**config.mk**
```make
export PLATFORM = sky130hd
export DESIGN_NAME = sgc_config_bank
export DESIGN_NICKNAME = d
export VERILOG_FILES = /design/src/rtl/sgc_pkg.sv /design/src/rtl/sgc_config_bank.sv /design/src/rtl/sgc_storm_timer.sv
export SDC_FILE = /design/constraint.sdc
export NUM_CORES = 1
export LEC_CHECK = 0
export ABC_AREA = 1
export BUFFER_PORTS_ARGS = -buffer_cell sky130_fd_sc_hd__clkbuf_2
export CORE_MARGIN = 4
export CORE_UTILIZATION = 53
export DETAILED_ROUTE_END_ITERATION = 10
export PLACE_DENSITY_LB_ADDON = 0.25
export SYNTH_ARGS = -nofsm -noshare
export SYNTH_HDL_FRONTEND = slang
export SYNTH_SLANG_ARGS = --single-unit
```
**constraint.sdc**
```tcl
create_clock -name core_clk -period 2.6 [get_ports core_clk]
set_clock_uncertainty 0.15 [all_clocks]
set_input_delay 0.26 -clock core_clk [delete_from_list [all_inputs] [get_ports core_clk]]
set_output_delay 0.26 -clock core_clk [all_outputs]
set_load 0.02 [all_outputs]
```
**src/rtl/sgc_pkg.sv**
```systemverilog
// Constants for the switch global configuration register bank
package sgc_pkg;

  // Register offsets
  localparam logic [7:0] ADDR_VLAN_PRIO_SNIFF = 8'h05;
  localparam logic [7:0] ADDR_MII_STORM_HIGH  = 8'h06;
  localparam logic [7:0] ADDR_STORM_LOW       = 8'h07;
  localparam logic [7:0] ADDR_FACTORY_A       = 8'h08;
  localparam logic [7:0] ADDR_FACTORY_B       = 8'h09;

  // Field positions, control 3
  localparam int VLAN_EN_BIT    = 7;
  localparam int PRIO_MSB       = 3;
  localparam int PRIO_LSB       = 2;
  localparam int SNIFF_AND_BIT  = 0;

  // Field positions, control 4
  localparam int MII_HALF_BIT   = 6;
  localparam int MII_FLOW_BIT   = 5;
  localparam int MII_10M_BIT    = 4;
  localparam int NULL_VID_BIT   = 3;
  localparam int STORM_HI_MSB   = 2;

  // Reset values
  localparam logic [7:0] RST_VLAN_PRIO_SNIFF = 8'h00;
  localparam logic [7:0] RST_MII_STORM_HIGH  = 8'h00;
  localparam logic [7:0] RST_STORM_LOW       = 8'h63;
  localparam logic [7:0] RST_FACTORY_A       = 8'h4E;
  localparam logic [7:0] RST_FACTORY_B       = 8'h24;

  // Priority scheme codes
  localparam logic [1:0] PRIO_STRICT = 2'h0;
  localparam logic [1:0] PRIO_10_1   = 2'h1;
  localparam logic [1:0] PRIO_5_1    = 2'h2;
  localparam logic [1:0] PRIO_2_1    = 2'h3;

  // Storm period in ms and in clock cycles at 100 MHz
  localparam int CLK_HZ            = 100_000_000;
  localparam int STORM_MS_100M     = 67;
  localparam int STORM_MS_10M      = 500;
  localparam int STORM_CYC_100M    = STORM_MS_100M * (CLK_HZ / 1000);
  localparam int STORM_CYC_10M     = STORM_MS_10M * (CLK_HZ / 1000);

endpackage

```
**src/rtl/sgc_config_bank.sv**
```systemverilog
// Global configuration register bank of the three-port switch
// Notes on behaviour
// - Control 3 bit 7 enables 802.1Q VLAN mode; resets to zero.
// - Control 3 bits 3-2: strict priority, or 10/1, 5/1, 2/1 ratios.
// - Sniff select one: mirror only when source and destination both match.
// - Sniff select zero (reset): mirror when either port matches.
// - Control 4 bit 6 half duplex; reset from duplex strap, low is full.
// - Control 4 bit 5 flow control; reset from flow strap, low disables.
// - Control 4 bit 4 selects 10 Mbps; reset from speed strap, low 100.
// - Control 4 bit 3 replaces null VID with port default VID.
// - Storm threshold: 11 bits, high three in control 4, low byte in control 5.
// - Storm period 500 ms at 10 Mbps, 67 ms at 100 Mbps.
// - Storm threshold resets to 0x063, about one percent.
module sgc_config_bank
  import sgc_pkg::*;
#(
  parameter int unsigned PERIOD_100M = STORM_CYC_100M,
  parameter int unsigned PERIOD_10M  = STORM_CYC_10M
)
(
  // Clock and reset
  input  wire logic        core_clk,
  input  wire logic        reset,
  // Strap pins
  input  wire logic        mii_duplex_strap,
  input  wire logic        mii_flowctl_strap,
  input  wire logic        mii_speed_strap,
  // Management access
  input  wire logic        reg_wr,
  input  wire logic        reg_rd,
  input  wire logic [7:0]  reg_addr,
  input  wire logic [7:0]  reg_wdata,
  output logic      [7:0]  reg_rdata,
  output logic             reg_hit,
  // Mirroring decision
  input  wire logic        sniff_src_match,
  input  wire logic        sniff_dst_match,
  output logic             sniff_mirror,
  // Scheduling decision
  input  wire logic        high_pending,
  input  wire logic        low_pending,
  input  wire logic        sched_take,
  output logic             sched_pick_high,
  // Configuration outputs
  output logic             vlan_enable,
  output logic      [1:0]  prio_scheme,
  output logic             mii_half_duplex,
  output logic             mii_flow_enable,
  output logic             mii_speed_10m,
  output logic             null_vid_replace,
  output logic      [10:0] storm_threshold,
  output logic             storm_period_tick
);

  // Register storage
  logic [7:0] ctrl3;
  logic [7:0] ctrl4;
  logic [7:0] storm_low;
  logic [7:0] fact_a;
  logic [7:0] fact_b;

  // Strap capture
  logic       strap_pending;

  // Scheduler credit, now and after this cycle's take
  logic [3:0] low_credit;
  logic [3:0] next_credit;

  // Storm timer pulse
  logic       tick;

  // Number of high grants allowed per low grant
  // Zero means strict: low is served only when high is idle
  function automatic logic [3:0] ratio_of(input logic [1:0] code);
    case (code)
      PRIO_10_1: ratio_of = 4'hA;
      PRIO_5_1:  ratio_of = 4'h5;
      PRIO_2_1:  ratio_of = 4'h2;
      default:   ratio_of = 4'h0;
    endcase
  endfunction

  // Strict mode is tested by both the credit and the choice logic
  function automatic logic is_strict(input logic [1:0] code);
    is_strict = (code == PRIO_STRICT);
  endfunction

  // Write strobe for one register offset
  function automatic logic wr_at(input logic [7:0] a);
    wr_at = reg_wr && (reg_addr == a);
  endfunction

  // Offsets that hold a register; all others are refused
  function automatic logic is_mapped(input logic [7:0] a);
    is_mapped = (a >= ADDR_VLAN_PRIO_SNIFF) && (a <= ADDR_FACTORY_B);
  endfunction

  // Control 3, fully software owned
  always_ff @(posedge core_clk)
  begin
    if (reset)
      ctrl3 <= RST_VLAN_PRIO_SNIFF;
    else if (wr_at(ADDR_VLAN_PRIO_SNIFF))
      ctrl3 <= reg_wdata;
  end

  // Straps are caught on the first clock after reset release, not under reset
  // Pins must be settled by release; later pin changes are ignored
  always_ff @(posedge core_clk)
  begin
    if (reset)
      strap_pending <= 1'b1;
    else
      strap_pending <= 1'b0;
  end

  // A write in the capture cycle wins over the straps
  always_ff @(posedge core_clk)
  begin
    if (reset)
      ctrl4 <= RST_MII_STORM_HIGH;
    else if (wr_at(ADDR_MII_STORM_HIGH))
      ctrl4 <= reg_wdata;
    else if (strap_pending)
    begin
      ctrl4[MII_HALF_BIT] <= mii_duplex_strap;
      ctrl4[MII_FLOW_BIT] <= mii_flowctl_strap;
      ctrl4[MII_10M_BIT]  <= mii_speed_strap;
    end
  end

  // Low byte of the storm threshold
  always_ff @(posedge core_clk)
  begin
    if (reset)
      storm_low <= RST_STORM_LOW;
    else if (wr_at(ADDR_STORM_LOW))
      storm_low <= reg_wdata;
  end

  // Factory bytes are only stored and returned
  always_ff @(posedge core_clk)
  begin
    if (reset)
      fact_a <= RST_FACTORY_A;
    else if (wr_at(ADDR_FACTORY_A))
      fact_a <= reg_wdata;
  end

  // Second factory byte, same treatment
  always_ff @(posedge core_clk)
  begin
    if (reset)
      fact_b <= RST_FACTORY_B;
    else if (wr_at(ADDR_FACTORY_B))
      fact_b <= reg_wdata;
  end

  // Read data registered and held until the next access; unmapped reads zero
  always_ff @(posedge core_clk)
  begin
    if (reset)
      reg_rdata <= 8'h00;
    else if (reg_rd || reg_wr)
    begin
      case (reg_addr)
        ADDR_VLAN_PRIO_SNIFF: reg_rdata <= ctrl3;
        ADDR_MII_STORM_HIGH:  reg_rdata <= ctrl4;
        ADDR_STORM_LOW:       reg_rdata <= storm_low;
        ADDR_FACTORY_A:       reg_rdata <= fact_a;
        ADDR_FACTORY_B:       reg_rdata <= fact_b;
        default:              reg_rdata <= 8'h00;
      endcase
    end
  end

  // Hit flags an access to a mapped offset for one cycle
  always_ff @(posedge core_clk)
  begin
    if (reset)
      reg_hit <= 1'b0;
    else
      reg_hit <= (reg_rd || reg_wr) && is_mapped(reg_addr);
  end

  // Field copies are registered so every output leaves straight from a flop
  always_ff @(posedge core_clk)
  begin
    if (reset)
    begin
      vlan_enable <= RST_VLAN_PRIO_SNIFF[VLAN_EN_BIT];
      prio_scheme <= RST_VLAN_PRIO_SNIFF[PRIO_MSB:PRIO_LSB];
    end
    else
    begin
      vlan_enable <= ctrl3[VLAN_EN_BIT];
      prio_scheme <= ctrl3[PRIO_MSB:PRIO_LSB];
    end
  end

  // MII port mode; strap values appear here one cycle after capture
  always_ff @(posedge core_clk)
  begin
    if (reset)
    begin
      mii_half_duplex <= 1'b0;
      mii_flow_enable <= 1'b0;
      mii_speed_10m   <= 1'b0;
    end
    else
    begin
      mii_half_duplex <= ctrl4[MII_HALF_BIT];
      mii_flow_enable <= ctrl4[MII_FLOW_BIT];
      mii_speed_10m   <= ctrl4[MII_10M_BIT];
    end
  end

  // Null VID replacement flag
  always_ff @(posedge core_clk)
  begin
    if (reset)
      null_vid_replace <= RST_MII_STORM_HIGH[NULL_VID_BIT];
    else
      null_vid_replace <= ctrl4[NULL_VID_BIT];
  end

  // Threshold reset built from both register defaults, so the two never disagree
  always_ff @(posedge core_clk)
  begin
    if (reset)
      storm_threshold <= {RST_MII_STORM_HIGH[STORM_HI_MSB:0], RST_STORM_LOW};
    else
      storm_threshold <= {ctrl4[STORM_HI_MSB:0], storm_low};
  end

  // Mirror decision: AND or OR of the port matches
  always_ff @(posedge core_clk)
  begin
    if (reset)
      sniff_mirror <= 1'b0;
    else if (ctrl3[SNIFF_AND_BIT])
      sniff_mirror <= sniff_src_match && sniff_dst_match;
    else
      sniff_mirror <= sniff_src_match || sniff_dst_match;
  end

  // Weighted scheduler: count high grants, give low one turn after the ratio
  // Credit counts high grants taken while low waits; strict mode keeps it clear
  always_comb
  begin
    next_credit = low_credit;
    if (is_strict(ctrl3[PRIO_MSB:PRIO_LSB]))
      next_credit = 4'h0;
    else if (sched_take)
    begin
      if (sched_pick_high && low_pending)
        next_credit = low_credit + 4'h1;
      else
        next_credit = 4'h0;
    end
  end

  always_ff @(posedge core_clk)
  begin
    if (reset)
      low_credit <= 4'h0;
    else
      low_credit <= next_credit;
  end

  // Choice looks at the credit after this cycle's take, so no grant counts late
  always_ff @(posedge core_clk)
  begin
    if (reset)
      sched_pick_high <= 1'b0;
    else if (is_strict(ctrl3[PRIO_MSB:PRIO_LSB]))
      sched_pick_high <= high_pending;
    else if (high_pending && low_pending)
      sched_pick_high <= (next_credit < ratio_of(ctrl3[PRIO_MSB:PRIO_LSB]));
    else
      sched_pick_high <= high_pending;
  end

  // Storm period, 50 ms variant not used: 67 ms matches the 0x63 default
  // Period follows the live speed bit, so a software override takes effect at once
  sgc_storm_timer #(
    .PERIOD_100M (PERIOD_100M),
    .PERIOD_10M  (PERIOD_10M)
  ) u_timer (
    .core_clk    (core_clk),
    .reset       (reset),
    .speed_10m   (ctrl4[MII_10M_BIT]),
    .period_tick (tick)
  );

  // Timer pulse re-registered so the output leaves straight from a flop
  always_ff @(posedge core_clk)
  begin
    if (reset)
      storm_period_tick <= 1'b0;
    else
      storm_period_tick <= tick;
  end

endmodule

```
**src/rtl/sgc_storm_timer.sv**
```systemverilog
// Storm measurement period timer with one-cycle period pulse
module sgc_storm_timer
  import sgc_pkg::*;
#(
  parameter int unsigned PERIOD_100M = STORM_CYC_100M,
  parameter int unsigned PERIOD_10M  = STORM_CYC_10M
)
(
  // Clock and reset
  input  wire logic core_clk,
  input  wire logic reset,
  // Control
  input  wire logic speed_10m,
  // Status
  output logic      period_tick
);

  logic [31:0] count;
  logic [31:0] limit;

  // Period follows the configured port speed
  assign limit = speed_10m ? 32'(PERIOD_10M) : 32'(PERIOD_100M);

  always_ff @(posedge core_clk)
  begin
    if (reset)
    begin
      count       <= 32'h0;
      period_tick <= 1'b0;
    end
    else if (count + 32'h1 >= limit)
    begin
      count       <= 32'h0;
      period_tick <= 1'b1;
    end
    else
    begin
      count       <= count + 32'h1;
      period_tick <= 1'b0;
    end
  end

endmodule

```
==> key figures <==
Status
  – Outcome: finished with violations
  – Failing checks: setup timing

Drt
  – Routed wire length per instance: 13.4 um
  – Via count: 5,015
  – WL final: 13.2 mm
  – # DRC: 0
  – DRT iter0 DRCs: 222
  – First drt pass iteration count: 7
  – Vias per cell: around 5.1
  – Post-DRT Antenna Nets: 0

Synthesis
  – Yosys warnings: 0
  – Library cells used by synthesis: 36
  – Adder-cell area share of the yosys netlist: 4.35%
  – Most used flip-flop cell after synthesis: dfxtp_1
  – Synth Area in XOR/XNOR: 2.37%
  – Simple logic cell fraction of the synthesized area: 30.0%
  – Yosys reg bits: about 110
  – Cell area after synthesis: between 0.005 and 0.006 mm^2
  – Sequential-to-total area share from yosys stat: between 40% and 50%
  – Syn Inst Count: between 700 and 800
  – Largest family of logic cells by synthesized area: simple AND/OR/NAND/NOR gates
  – Post-synth EDFFs: 0
  – Syn_area_per_cell: 7.21 um^2
  – Ys async rst share: 0%
  – Mux cell area share after synthesis: 0.193%
  – Compound-Gate Fraction of Synth Area: 12.1%

Finish
  – Ant diodes: 0
  – NumNets Final: 896
  – Share of cells above drive strength 1: approximately a quarter
  – Non-Filler Instances: 984
  – Final Util: around 70%
  – P&R area growth vs syn: 27.5%

Floorplanning
  – Die Wd: between 100 and 150 um
  – Die extent in y: 107 um
  – DIE AREA: about 0.011 mm^2
  – Initial Utilization: 55.2%
  – # IOs: 58
  – Num rows: 35
  – Core area: ~0.0094 mm^2

STA
  – Sum Neg Setup Slack: -3.15 ns
  – Fmax: roughly 360 MHz
  – Setup WS post-layout: -0.147 ns
  – Slew Viols, Final: 0
  – Period utilization: 106%
  – Final setup fails: 27
  – Final Hold Viols: 0
  – Slew headroom: between 60% and 70%
  – Time the worst path needs with I/O delays and setup: 2.75 ns
  – Worst-margin pin slew: 0.550 ns
  – RSZ-0062 raised after global routing: yes

Clock tree
  – Root buf cell: clkbuf_8
  – Clk sinks: 108
  – Max Root-Sink Buffers: 2
  – Cts bufs inserted: 9
  – Worst skew pair latency: about 0.38 ns
  – H-Tree Depth: 3
  – CTS tree: yes
  – Clock-pin slew on the worst setup and hold paths: approximately 0.12 ns

Critical path
  – Worst Path Arrival: approximately 2.9 ns
  – Critical path cell sequence: nand2_1 -> nor2_4 -> nand2_1 -> nor4_4 -> xor2_1 -> inv_1 -> ha_4 -> inv_2 -> nor2_2 -> nand2_1 -> nor2_2 -> nand3_2 -> nand4_4 -> buf_12 -> nor2_1
  – Critical path class: reg -> reg
  – Slowest CP cell: dfxtp_1
  – Crit end category: register
  – CP peak stage delay: roughly 0.4 ns
  – Startpoint types: register
  – Worst Reg-to-Reg Cells: 15
  – CP max FO: 13
  – Most common cell on crit path: nand2_1
  – R2r setup slk: -0.15 ns
  – Worst Path Required: about 2.7 ns

Worst hold path
  – Hold Crit Depth: 3
  – Worst hold path class: in -> reg

Global routing
  – Total congestion overflow: 0
  – GRT Overall Usage: a little under a quarter
  – Initial antenna violation count: 0
  – Number of global-route vias before repair: about 4,800
  – Largest net degree at the start of global routing: 47
  – First-pass GRT wire length: approximately 22 mm

Placed design
  – Cells after DPL: about 960
  – HPWL Detailed: just under 10 mm
  – Setup WS pre-CTS: -0.143 ns
  – GP Congestion: slightly below 0.9
  – Port buffer count: 57

Power
  – Lkg Pwr: approximately 2.9 nW
  – PD cells: ~440 mW/mm^2
  – VDD IR max: 398 uV

Flow run
  – Maximum capacitance violations: 0
[timing repair]
action                                  4_1_cts  5_1_grt
pin swaps                                     1        1
cloned                                        0        1
gates resized for setup                      19       28
endpoints found under the setup margin       27       27
hold endpoints to repair                      3        0
hold buffers                                  6        0
buffers inserted                              2        4
[cell families after synthesis]
group | after synthesis
adders and majority gates | 18
and+or+nand+nor | 347
other | 1
buffers and inverters | 120
DFF | 108
xor gates and xnor gates | 14
muxes | 1
AOI/OAI and AO/OA | 109
[critical path, delay by kind of cell (launching register included)]
| kind | cells | cell delay (ns) |
|---|---|---|
| simple gates | 10 | 1.29 |
| buf+inv | 3 | 0.30 |
| fa+ha+maj | 1 | 0.28 |
| xor+xnor | 1 | 0.22 |
| flops | 1 | 0.39 |
[report_power, final]
group	switching (W)	internal, W	leakage (nW)
Combinational	0.000101	0.0000586	1.92
Clock	0.000645	0.000391	0.106
Sequential	0.0000126	0.00167	0.884
Total	0.000758	0.00212	2.91
[cells in the mapped netlist (all sizes together) (5+ instances only)]
master,count,share of area [%]
a211oi,5,0.73
nor3,6,0.77
nand2,163,12
a21oi,34,3.3
nand3,28,2.8
nor2,132,12
ha,18,4.4
dfxtp,108,42
o21ai,37,3.6
xor2,7,1.2
o22ai,8,0.97
a31oi,9,1.1
a221oi,6,1.0
nand4,8,1.3
clkbuf,11,0.80
o211ai,8,1.2
xnor2,7,1.2
inv,106,7.7
nand3b,5,0.73
[final cells by class]
| class | count | area (um^2) |
|---|---|---|
| well taps | 129 | 161 |
| multi-input cells | 495 | 2750 |
| fillers | 770 | 2770 |
| clock inverters | 7 | 88.8 |
| flip-flops and latches | 108 | 2180 |
| inverters | 106 | 398 |
| clock buffers | 9 | 124 |
| repair buffers | 130 | 895 |
[state kept, by name, indices dropped and copies added, names as in the netlist, 2 cells and up]
signal	cells
fact_a	8
ctrl4	8
storm_threshold	11
reg_rdata	8
ctrl3	8
storm_low	8
prio_scheme	2
u_timer.count	32
low_credit	4
fact_b	8
[metrics by stage]
| step | hold slack (ns) | power (W) | cell area [um^2] |
|---|---|---|---|
| finish | 0.0149 | 0.00288 | 6600 |
| global route | 0.0271 | 0.00298 | 6600 |
| CTS | 0.00531 | 0.00289 | 6440 |
| detailed placement | 0.261 | 0.00187 | 6070 |
| global placement | 0.257 | 0.00187 | 6070 |
| floorplan | 0.138 | 0.00181 | 5230 |
[routing by layer]
metal  global-route usage (%)  up-vias  part of all wire, %  wire [um]
li1                         -     2547                    -          -
met4                     9.22        0                  2.0        269
met2                     40.2      129                   49       6470
met1                     29.6     2318                   44       5850
met5                        0        -                    0          0
met3                     2.59       21                  4.3        565
[path summary, 6_finish.rpt]
| check | start | endpoint |
|---|---|---|
| max | u_timer.count[13] | u_timer.count[5] |
| min | reg_wdata[3] | fact_a[3] |
| max reg2reg | u_timer.count[13] | u_timer.count[5] |
| min reg2reg | u_timer.period_tick | storm_period_tick |
[cells in the final DEF (no fill, tap or decap), drive strengths merged, types with 3 or more instances in the layout]
cell type and instances:
nand2 163, nor2 132, inv 109, dfxtp 108, clkbuf 67, buf 66
o21ai 37, a21oi 34, nand3 28, ha 18, a31oi 9, o22ai 8
o211ai 8, nand4 8, xor2 7, xnor2 7, a221oi 6, dlygate4sd3 6
conb 6, nor3 6, nand3b 5, a211oi 5, clkinv 4, or2 3
(Power assumes the default switching activity.)
